### src/verilog/adc_ctrl_pkg.sv
// Constants, register map, types and shared decode for the converter control block
package adc_ctrl_pkg;

	localparam int RES_W    = 10;
	localparam int SEQ_N    = 4;
	localparam int STEP_MAX = 8;
	localparam int ACC_W    = 16;

	localparam logic [11:0] OFS_ACTIVE   = 12'h000;
	localparam logic [11:0] OFS_RIS      = 12'h004;
	localparam logic [11:0] OFS_IM       = 12'h008;
	localparam logic [11:0] OFS_ISC      = 12'h00C;
	localparam logic [11:0] OFS_OSTAT    = 12'h010;
	localparam logic [11:0] OFS_EMUX     = 12'h014;
	localparam logic [11:0] OFS_USTAT    = 12'h018;
	localparam logic [11:0] OFS_PRI      = 12'h020;
	localparam logic [11:0] OFS_PSSI     = 12'h028;
	localparam logic [11:0] OFS_SAC      = 12'h030;
	localparam logic [11:0] OFS_LOOP     = 12'h100;
	localparam logic [11:0] OFS_SEQ_BASE = 12'h040;
	localparam logic [11:0] OFS_SEQ_LAST = 12'h0AF;
	localparam logic [4:0]  SUB_MUX      = 5'h00;
	localparam logic [4:0]  SUB_CTL      = 5'h04;
	localparam logic [4:0]  SUB_FIFO     = 5'h08;
	localparam logic [4:0]  SUB_FSTAT    = 5'h0C;

	localparam logic [31:0] RST_ZERO = 32'h0000_0000;
	localparam logic [15:0] RST_PRI  = 16'h3210;
	localparam logic [31:0] RST_CTL3 = 32'h0000_0002;

	// Step control nibble bits
	localparam int CTL_DIFF = 0;
	localparam int CTL_LAST = 1;
	localparam int CTL_IE   = 2;
	localparam int CTL_TEMP = 3;

	localparam logic [2:0] AVG_MAX_LOG = 3'h6;
	localparam logic [3:0] TRIG_PROC   = 4'h0;
	localparam logic [3:0] TRIG_ALWAYS = 4'hF;

	localparam int FSTAT_HEAD_LSB = 4;
	localparam int FSTAT_EMPTY    = 8;
	localparam int FSTAT_FULL     = 12;

	typedef enum logic [1:0] {
		ST_IDLE  = 2'b00,
		ST_START = 2'b01,
		ST_WAIT  = 2'b10,
		ST_STORE = 2'b11
	} seq_state_type;

	function automatic logic [3:0] nib(input logic [31:0] w, input logic [2:0] i);
		nib = w[{i, 2'b00} +: 4];
	endfunction

	// FIFO depth equals step count per sequencer: 8, 4, 4, 1
	function automatic logic [3:0] seq_depth(input logic [1:0] s);
		case (s)
			2'h0:    seq_depth = 4'h8;
			2'h1:    seq_depth = 4'h4;
			2'h2:    seq_depth = 4'h4;
			default: seq_depth = 4'h1;
		endcase
	endfunction

endpackage

### src/verilog/adc_ctrl.sv
// Converter control: sequencers, averaging, differential steps, loopback, AHB-Lite registers
//
// What this block does
// - Average up to 64 conversions per FIFO entry
// - Averaging count conversions for each stored result
// - Averaging off after reset, results pass unchanged
// - One averaging setting for all steps
// - Each conversion gives a 10-bit unsigned code
// - Step differential only when its select bit set
// - Differential pair k uses inputs 2k, 2k+1
// - Only fixed adjacent even/odd pairs supported
// - Differential zero difference reads 0x1FF
// - Even input positive, odd input negative
// - Digital loopback mode needs no analog stimulus
// - Priority resets to 0 highest, 3 lowest
// - Disabled sequencer programmable, ignores triggers
// - Enable bit makes sequencer answer its trigger
// - FIFO word holds result in low 10 bits
// - Each step has input and control nibbles
// - Writing 1 to status-clear bit clears it
`timescale 1ns/10ps
module adc_ctrl
	import adc_ctrl_pkg::*;
(
	input  wire logic              clk_i,          // 20 MHz clock
	input  wire logic              reset_n_i,      // Synchronous reset, active low
	input  wire logic              hsel_i,         // AHB slave select
	input  wire logic [31:0]       haddr_i,        // AHB address
	input  wire logic [1:0]        htrans_i,       // AHB transfer type
	input  wire logic              hwrite_i,       // AHB write
	input  wire logic [2:0]        hsize_i,        // AHB size, word only
	input  wire logic [31:0]       hwdata_i,       // AHB write data
	input  wire logic              hready_i,       // AHB bus ready
	output logic      [31:0]       hrdata_o,       // AHB read data
	output logic                   hreadyout_o,    // AHB slave ready
	output logic                   hresp_o,        // AHB response, always OKAY
	input  wire logic              ext_trigger_i,  // External trigger pin
	input  wire logic              conv_done_i,    // Converter result ready, level toggling
	input  wire logic [RES_W-1:0]  conv_data_i,    // Converter result code
	output logic                   conv_start_o,   // Start one conversion, pulse
	output logic      [2:0]        conv_channel_o, // Input, or even input of a pair
	output logic                   conv_diff_o,    // Differential conversion
	output logic                   conv_temp_o,    // Temperature sensor input
	output logic                   irq_o           // Masked sequencer interrupt
);

	seq_state_type          state_q;
	logic [3:0]             active_q, ris_q, im_q, ostat_q, ustat_q, pend_q;
	logic [15:0]            emux_q, pri_q;
	logic [2:0]             sac_q;
	logic                   loop_q;
	logic [31:0]            mux_q [SEQ_N];
	logic [31:0]            ctl_q [SEQ_N];
	logic [RES_W-1:0]       fifo_q [SEQ_N][STEP_MAX];
	logic [2:0]             head_q [SEQ_N];
	logic [2:0]             tail_q [SEQ_N];
	logic [3:0]             cnt_q [SEQ_N];
	logic                   wr_q, rd_q, hready_q;
	logic [11:0]            addr_q;
	logic [31:0]            hrdata_q;
	logic                   done_meta_q, done_sync_q, done_prev_q;
	logic [RES_W-1:0]       data_meta_q, data_sync_q;
	logic                   ext_meta_q, ext_sync_q, ext_prev_q;
	logic [1:0]             cur_q;
	logic [2:0]             step_q;
	logic [6:0]             rep_q, loop_cnt_q;
	logic [ACC_W-1:0]       acc_q;
	logic                   start_q, diff_q, temp_q, irq_q;
	logic [2:0]             chan_q;

	// Bus decode
	wire              addr_take = hsel_i & hready_i & htrans_i[1];
	wire [11:0]       addr_rel  = addr_q - OFS_SEQ_BASE;
	wire              seq_hit   = (addr_q >= OFS_SEQ_BASE) && (addr_q <= OFS_SEQ_LAST);
	wire [1:0]        a_seq     = addr_rel[6:5];
	wire [4:0]        a_sub     = addr_rel[4:0];
	wire              wr_isc    = wr_q && (addr_q == OFS_ISC);
	wire              wr_ostat  = wr_q && (addr_q == OFS_OSTAT);
	wire              wr_ustat  = wr_q && (addr_q == OFS_USTAT);
	wire [3:0]        pssi_set  = (wr_q && (addr_q == OFS_PSSI)) ? hwdata_i[3:0] : 4'h0;
	wire              pop_req   = rd_q && seq_hit && (a_sub == SUB_FIFO);

	// Sequencer datapath
	wire [3:0]        cur_mux   = nib(mux_q[cur_q], step_q);
	wire [3:0]        cur_ctl   = nib(ctl_q[cur_q], step_q);
	wire [2:0]        avg_log   = (sac_q > AVG_MAX_LOG) ? AVG_MAX_LOG : sac_q;
	wire [6:0]        rep_last  = 7'((8'h01 << avg_log) - 8'h01);
	wire [RES_W-1:0]  loop_val  = {loop_cnt_q, step_q};
	wire [RES_W-1:0]  sample    = loop_q ? loop_val : data_sync_q;
	wire              conv_ev   = (state_q == ST_WAIT) && (loop_q || (done_sync_q ^ done_prev_q));
	wire [ACC_W-1:0]  acc_sum   = acc_q + ACC_W'(sample);
	wire [ACC_W-1:0]  avg_full  = acc_q >> avg_log;
	wire [RES_W-1:0]  avg_res   = avg_full[RES_W-1:0];
	wire              ext_rise  = ext_sync_q & ~ext_prev_q;
	wire              step_end  = cur_ctl[CTL_LAST] ||
	                              ({1'b0, step_q} == (seq_depth(cur_q) - 4'h1));
	wire              storing   = (state_q == ST_STORE);

	logic [3:0]       trig, cand, grant, full, empty, push, pop, ris_set;
	logic [1:0]       pick;
	logic             pick_ok;
	logic [2:0]       best;
	logic [31:0]      rdata;

	always_comb begin
		for (int s = 0; s < SEQ_N; s++) begin
			trig[s]    = active_q[s] & (((nib({16'h0, emux_q}, 3'(s)) == TRIG_PROC) & pssi_set[s])
			           | (nib({16'h0, emux_q}, 3'(s)) == TRIG_ALWAYS)
			           | ((nib({16'h0, emux_q}, 3'(s)) != TRIG_PROC)
			           & (nib({16'h0, emux_q}, 3'(s)) != TRIG_ALWAYS) & ext_rise));
			full[s]    = (cnt_q[s] == seq_depth(2'(s)));
			empty[s]   = (cnt_q[s] == 4'h0);
			push[s]    = storing && (cur_q == 2'(s)) && !full[s];
			pop[s]     = pop_req && (a_seq == 2'(s)) && !empty[s];
			ris_set[s] = storing && (cur_q == 2'(s)) && cur_ctl[CTL_IE];
		end
	end

	// Lowest priority value wins; equal values fall back to the lower sequencer number
	always_comb begin
		cand    = pend_q & active_q;
		best    = 3'h4;
		pick    = 2'h0;
		pick_ok = 1'b0;
		for (int s = 0; s < SEQ_N; s++) begin
			if (cand[s] && ({1'b0, pri_q[s*4 +: 2]} < best)) begin
				best    = {1'b0, pri_q[s*4 +: 2]};
				pick    = 2'(s);
				pick_ok = 1'b1;
			end
		end
		grant = (state_q == ST_IDLE && pick_ok) ? (4'h1 << pick) : 4'h0;
	end

	always_comb begin
		rdata = RST_ZERO;
		case (addr_q)
			OFS_ACTIVE: rdata[3:0]  = active_q;
			OFS_RIS:    rdata[3:0]  = ris_q;
			OFS_IM:     rdata[3:0]  = im_q;
			OFS_ISC:    rdata[3:0]  = ris_q & im_q;
			OFS_OSTAT:  rdata[3:0]  = ostat_q;
			OFS_EMUX:   rdata[15:0] = emux_q;
			OFS_USTAT:  rdata[3:0]  = ustat_q;
			OFS_PRI:    rdata[15:0] = pri_q;
			OFS_SAC:    rdata[2:0]  = sac_q;
			OFS_LOOP:   rdata[0]    = loop_q;
			default: begin
				if (seq_hit) begin
					case (a_sub)
						SUB_MUX:   rdata = mux_q[a_seq];
						SUB_CTL:   rdata = ctl_q[a_seq];
						SUB_FIFO:  rdata[RES_W-1:0] = fifo_q[a_seq][tail_q[a_seq]];
						SUB_FSTAT: begin
							rdata[3:0]                   = {1'b0, tail_q[a_seq]};
							rdata[FSTAT_HEAD_LSB +: 4]   = {1'b0, head_q[a_seq]};
							rdata[FSTAT_EMPTY]           = empty[a_seq];
							rdata[FSTAT_FULL]            = full[a_seq];
						end
						default: rdata = RST_ZERO;
					endcase
				end
			end
		endcase
	end

	// Reads take one wait state so a read right after a write sees the new value
	always_ff @(posedge clk_i) begin
		if (!reset_n_i) begin
			wr_q     <= 1'b0;
			rd_q     <= 1'b0;
			addr_q   <= 12'h000;
			hready_q <= 1'b1;
			hrdata_q <= RST_ZERO;
		end else begin
			wr_q     <= addr_take & hwrite_i;
			rd_q     <= addr_take & ~hwrite_i;
			if (addr_take)
				addr_q <= haddr_i[11:0];
			hready_q <= !(addr_take & ~hwrite_i);
			if (rd_q)
				hrdata_q <= rdata;
		end
	end

	// Two-stage synchronisers for pins from the analog side
	always_ff @(posedge clk_i) begin
		if (!reset_n_i) begin
			{done_meta_q, done_sync_q, done_prev_q} <= 3'h0;
			{ext_meta_q, ext_sync_q, ext_prev_q}    <= 3'h0;
			data_meta_q <= 10'h000;
			data_sync_q <= 10'h000;
		end else begin
			{done_meta_q, done_sync_q, done_prev_q} <= {conv_done_i, done_meta_q, done_sync_q};
			{ext_meta_q, ext_sync_q, ext_prev_q}    <= {ext_trigger_i, ext_meta_q, ext_sync_q};
			data_meta_q <= conv_data_i;
			data_sync_q <= data_meta_q;
		end
	end

	// Software registers; hardware set wins over a same-cycle write-1 clear
	always_ff @(posedge clk_i) begin
		if (!reset_n_i) begin
			active_q <= 4'h0;
			im_q     <= 4'h0;
			emux_q   <= 16'h0000;
			pri_q    <= RST_PRI;
			sac_q    <= 3'h0;
			loop_q   <= 1'b0;
			ris_q    <= 4'h0;
			ostat_q  <= 4'h0;
			ustat_q  <= 4'h0;
			pend_q   <= 4'h0;
			for (int s = 0; s < SEQ_N; s++) begin
				mux_q[s] <= RST_ZERO;
				ctl_q[s] <= (s == SEQ_N - 1) ? RST_CTL3 : RST_ZERO;
			end
		end else begin
			if (wr_q) begin
				case (addr_q)
					OFS_ACTIVE: active_q <= hwdata_i[3:0];
					OFS_IM:     im_q     <= hwdata_i[3:0];
					OFS_EMUX:   emux_q   <= hwdata_i[15:0];
					OFS_PRI:    pri_q    <= hwdata_i[15:0] & RST_PRI | hwdata_i[15:0] & ~RST_PRI;
					OFS_SAC:    sac_q    <= hwdata_i[2:0];
					OFS_LOOP:   loop_q   <= hwdata_i[0];
					default: begin
						if (seq_hit && a_sub == SUB_MUX)
							mux_q[a_seq] <= hwdata_i;
						if (seq_hit && a_sub == SUB_CTL)
							ctl_q[a_seq] <= hwdata_i;
					end
				endcase
			end
			ris_q   <= (ris_q & ~(wr_isc ? hwdata_i[3:0] : 4'h0)) | ris_set;
			ostat_q <= (ostat_q & ~(wr_ostat ? hwdata_i[3:0] : 4'h0))
			         | ((storing && full[cur_q]) ? (4'h1 << cur_q) : 4'h0);
			ustat_q <= (ustat_q & ~(wr_ustat ? hwdata_i[3:0] : 4'h0))
			         | ((pop_req && empty[a_seq]) ? (4'h1 << a_seq) : 4'h0);
			pend_q  <= active_q & ((pend_q & ~grant) | trig);
		end
	end

	// Per-sequencer result FIFOs, circular with head for writes and tail for pops
	always_ff @(posedge clk_i) begin
		if (!reset_n_i) begin
			for (int s = 0; s < SEQ_N; s++) begin
				head_q[s] <= 3'h0;
				tail_q[s] <= 3'h0;
				cnt_q[s]  <= 4'h0;
			end
		end else begin
			for (int s = 0; s < SEQ_N; s++) begin
				if (push[s]) begin
					fifo_q[s][head_q[s]] <= avg_res;
					head_q[s] <= ({1'b0, head_q[s]} == seq_depth(2'(s)) - 4'h1) ? 3'h0
					           : head_q[s] + 3'h1;
				end
				if (pop[s])
					tail_q[s] <= ({1'b0, tail_q[s]} == seq_depth(2'(s)) - 4'h1) ? 3'h0
					           : tail_q[s] + 3'h1;
				cnt_q[s] <= cnt_q[s] + 4'(push[s]) - 4'(pop[s]);
			end
		end
	end

	// Step engine: START issues one conversion, WAIT accumulates, STORE writes the FIFO
	always_ff @(posedge clk_i) begin
		if (!reset_n_i) begin
			state_q    <= ST_IDLE;
			cur_q      <= 2'h0;
			step_q     <= 3'h0;
			rep_q      <= 7'h00;
			acc_q      <= 16'h0000;
			start_q    <= 1'b0;
			chan_q     <= 3'h0;
			diff_q     <= 1'b0;
			temp_q     <= 1'b0;
			loop_cnt_q <= 7'h00;
		end else begin
			start_q <= 1'b0;
			case (state_q)
				ST_IDLE: begin
					if (pick_ok) begin
						cur_q   <= pick;
						step_q  <= 3'h0;
						state_q <= ST_START;
					end
				end
				ST_START: begin
					rep_q   <= 7'h00;
					acc_q   <= 16'h0000;
					diff_q  <= cur_ctl[CTL_DIFF];
					temp_q  <= cur_ctl[CTL_TEMP];
					// Pair k drives its even input as the positive side, odd one is implied
					chan_q  <= cur_ctl[CTL_DIFF] ? {cur_mux[1:0], 1'b0} : cur_mux[2:0];
					start_q <= !loop_q;
					state_q <= ST_WAIT;
				end
				ST_WAIT: begin
					if (conv_ev) begin
						acc_q <= acc_sum;
						if (loop_q)
							loop_cnt_q <= loop_cnt_q + 7'h01;
						if (rep_q == rep_last) begin
							state_q <= ST_STORE;
						end else begin
							rep_q   <= rep_q + 7'h01;
							start_q <= !loop_q;
						end
					end
				end
				ST_STORE: begin
					// Converter's differential code, 0x1FF at zero, is stored unaltered
					if (step_end) begin
						state_q <= ST_IDLE;
					end else begin
						step_q  <= step_q + 3'h1;
						state_q <= ST_START;
					end
				end
				default: state_q <= ST_IDLE;
			endcase
		end
	end

	always_ff @(posedge clk_i) begin
		if (!reset_n_i)
			irq_q <= 1'b0;
		else
			irq_q <= |(ris_q & im_q);
	end

	assign hrdata_o       = hrdata_q;
	assign hreadyout_o    = hready_q;
	assign hresp_o        = 1'b0 & hready_q;
	assign conv_start_o   = start_q;
	assign conv_channel_o = chan_q;
	assign conv_diff_o    = diff_q;
	assign conv_temp_o    = temp_q;
	assign irq_o          = irq_q;

endmodule

### config.mk
export PLATFORM = sky130hd
export DESIGN_NAME = adc_ctrl
export DESIGN_NICKNAME = d
export VERILOG_FILES = /design/src/verilog/adc_ctrl_pkg.sv /design/src/verilog/adc_ctrl.sv
export SDC_FILE = /design/constraint.sdc
export NUM_CORES = 1
export LEC_CHECK = 0
export BUFFER_PORTS_ARGS = -buffer_cell sky130_fd_sc_hd__buf_2
export CORE_MARGIN = 2
export CORE_UTILIZATION = 60
export DETAILED_ROUTE_END_ITERATION = 6
export PLACE_DENSITY = 0.85
export SLEW_MARGIN = 20
export SYNTH_ARGS = -nofsm -noshare
export SYNTH_HDL_FRONTEND = slang
export SYNTH_SLANG_ARGS = --single-unit
### constraint.sdc
create_clock -name clk_i -period 6.9 [get_ports clk_i]
set_input_delay 0.345 -clock clk_i [delete_from_list [all_inputs] [get_ports clk_i]]
set_output_delay 0.345 -clock clk_i [all_outputs]
set_load 0.01 [all_outputs]
==> qor.csv <==
stage,metric,value,unit
placement,dp_hpwl,62400,microns
power_and_ir_drop,power_density,244,nW/um^2
cells_and_area,post-route-util,66.5,%
cells_and_area,most-common-layout-cells,"edfxtp_1 (600), nand2_1 (289), nor2_1 (252)",
synthesis,ys_seq_area_share,59.1,%
grt,grt_pass1_vias,25500,
die,coreArea,61500,sq um
timing,rsz0062_at_grt,no,
die,dieHeight,253,microns
cts,cts_buffers,80,
synthesis,ys_types,83,
timing,finalHoldViolCount,0,
synthesis,netlist_area,37100,sq um
die,die_w,253,microns
setup_path,max_stage_delay,740,ps
cells_and_area,fin_area,40900,sq um
die,dieArea,63900,sq um
synthesis,syn_nets,2957,
cts,insertion_delay,630,ps
timing,setup_viol,0,
power_and_ir_drop,p_total,9.98,mW
setup_path,crit_required,7380,ps
cts,htreeDepth,3,
timing,fin_setup_tns,0,ps
timing,final_max_slew_viol_count,0,
cts,cts_tree,yes,
cells_and_area,nFillCells,3997,
worst_hold_path,hold_path_class,input pin to flip-flop,
cells_and_area,nets,3029,
detailed_routing,wl_per_cell,27.1,microns
synthesis,synthArstFlopShare,0,%
synthesis,syn_area_per_cell,13.3,sq um
timing,worst_slew_pin_slew,1170,ps
placement,gp_congestion,0.943,
detailed_routing,post-route-drc-count,1,
grt,grt_first_pass_wirelength,153000,microns
synthesis,synth-seq-cells,795,
timing,clock_skew,23.6,ps
synthesis,synthCells,2800,
setup_path,cp_num_buf_inv,2,
cts,cts_buffer_depth,3,
cells_and_area,drive_gt1_share,19.1,%
placement,post_dp_cell_area,38100,sq um
timing,post-route-period-util,63.3,%
cts,clock-root-buffer,clkbuf_16,
grt,antenna_found_initial,6,
timing,slew_headroom,22.0,%
detailed_routing,vias,25600,
status,violations,design-rule violations,
cells_and_area,areaGrowthSynthToFinish,10.2,%
setup_path,criticalPathCategory,flip-flop to flip-flop,
synthesis,synth-edff-count,600,
die,row_count,91,
die,initial_core_util,60.4,%
grt,grt_start_max_net_pins,102,
detailed_routing,viasPerCell,6.87,
run,cap_violations,0,
setup_path,critPathLaunchType,flip-flop,
setup_path,path_cells,"nor4_2, o21a_1, nand2_1, nor2_1, and2_1, ha_1, inv_1, ha_1, inv_1, fa_1, xor2_1, nor2_1",
setup_path,cpMaxStageDelayCell,nor2_1,
power_and_ir_drop,p_leak,15.0,nW
detailed_routing,wl,101000,microns
setup_path,crit_family,simple AND/OR/NAND/NOR gates,
power_and_ir_drop,irDropWorstVdd,0.187,mV
setup_path,end_kind,flip-flop,
detailed_routing,initialDrtViolationCount,3740,
cts,clk_pin_slew,60,ps
synthesis,ys_warn_count,0,
synthesis,synth_ff_type,edfxtp_1,
setup_path,crit_arrival,4850,ps
cells_and_area,final_common_cell,edfxtp_1,
grt,grt.total_usage,31.8,%
status,status,finished with violations,
grt,grt_overflow_total,0,
setup_path,crit_fanout,24,
placement,io_buffers,101,
detailed_routing,postRouteAntennaNets,0,
timing,max_freq,229,MHz
timing,min_period,4370,ps
cts,cts_sinks,795,
die,ios,127,
detailed_routing,first_pass_iters,7,
==> worst paths after layout <==
| kind | depth (start not counted) | to | from | slack, ps |
|---|---|---|---|---|
| max | 12 | cnt_q[3][2] | addr_q[11] | 2530 |
| min reg2reg | 1 | data_sync_q[9] | data_meta_q[9] | 430 |
| max reg2reg | 12 | cnt_q[3][2] | addr_q[11] | 2530 |
| min | 3 | emux_q[13] | hwdata_i[13] | 60 |
==> sequential cells by signal (all words and copies together) (netlist names), 10 cells and up, named ones only <==
register and count:
fifo_q 320, head_q 12, mux_q 128, emux_q 16
hrdata_o 32, data_sync_q 10, ctl_q 128, acc_q 16
pri_q 16, cnt_q 16, addr_q 12, data_meta_q 10
tail_q 12
==> per-layer routing <==
metal  wire length (microns)  track usage [%]
met1                   35700             42.1
met2                   47600             49.8
met3                   13400             8.86
met4                    4230             13.9
met5                      33                0
==> worst register-to-register path: cells and delay by family, from the launching register on <==
| family | cells | cell delay (ps) |
|---|---|---|
| AOI/OAI and AO/OA | 1 | 480 |
| xor gates and xnor gates | 1 | 180 |
| adders and majority gates | 3 | 850 |
| buffers and inverters | 2 | 160 |
| DFF | 1 | 340 |
| and+or+nand+nor | 5 | 2220 |
==> cell type report <==
cell class	count	area (sq um)	share of cell area (%)
diodes	4	10.0	0.0245
clock buffers	104	2140	5.25
clock inverters	38	320	0.783
inverters	114	430	1.05
multi-input cells	1708	13900	34.1
flip-flops and latches	795	21900	53.7
well taps	790	988	2.42
repair buffers	173	1120	2.75
==> where the power goes <==
group          total (mW)  internal (mW)  leakage [nW]  switching [mW]
clock network        4.20           2.38          1.21            1.82
logic               0.545          0.192          6.06           0.352
registers            5.23           5.17          7.73          0.0586
total                9.98           7.74          15.0            2.23
==> synthesized netlist by cell type (all sizes together) (6+ instances only) <==
| master | instances | share of area, % |
|---|---|---|
| or2 | 6 | 0.10 |
| nor3b | 9 | 0.18 |
| and2 | 69 | 1.2 |
| clkbuf | 107 | 1.2 |
| a221oi | 12 | 0.28 |
| inv | 114 | 1.2 |
| nand2b | 25 | 0.42 |
| and3 | 107 | 1.8 |
| nand2 | 289 | 2.9 |
| mux4 | 212 | 13 |
| a21o | 8 | 0.16 |
| a22o | 6 | 0.14 |
| xnor2 | 15 | 0.35 |
| edfxtp | 600 | 49 |
| nor2 | 271 | 2.7 |
| xor2 | 11 | 0.26 |
| buf | 76 | 1.3 |
| o22ai | 10 | 0.17 |
| nand4 | 14 | 0.24 |
| nor4 | 10 | 0.22 |
| a211oi | 11 | 0.22 |
| mux2 | 37 | 1.1 |
| nor3 | 26 | 0.38 |
| a22oi | 53 | 1.1 |
| mux2i | 68 | 1.8 |
| o21ai | 69 | 0.93 |
| a31oi | 14 | 0.24 |
| nand3 | 43 | 0.58 |
| dfxtp | 195 | 11 |
| ha | 66 | 2.2 |
| nor2b | 12 | 0.20 |
| o211ai | 11 | 0.24 |
| a21oi | 126 | 1.7 |
==> cell families (layout without fill, tap and decap cells) <==
| group | after synthesis | after routing | synth area share, % |
|---|---|---|---|
| and+or+nand+nor | 904 | 904 | 11.5 |
| DFF | 795 | 795 | 59.1 |
| AOI/OAI and AO/OA | 389 | 389 | 6.86 |
| muxes | 317 | 317 | 15.8 |
| buffers and inverters | 297 | 429 | 3.64 |
| adders and majority gates | 71 | 71 | 2.49 |
| xor gates and xnor gates | 26 | 26 | 0.614 |
| other | 1 | 5 | 0.0101 |
==> through the flow <==
step           hold WS [ps]  worst slack [ps]  std cells
2_1_floorplan           412              3660       2800
3_3_place_gp            418              2870       3555
3_5_place_dp            418              2750       3555
4_1_cts                24.1              2680       3722
5_1_grt                63.8              2350       3724
6_report               61.0              2530       3726
==> timing repair <==
action                                 4_1_cts  5_1_grt
buffers inserted                             0        0
endpoints found under the hold margin       27        0
hold buffers                                25        0
resized for setup                            0        0
Power figures use the tool's default switching activity.
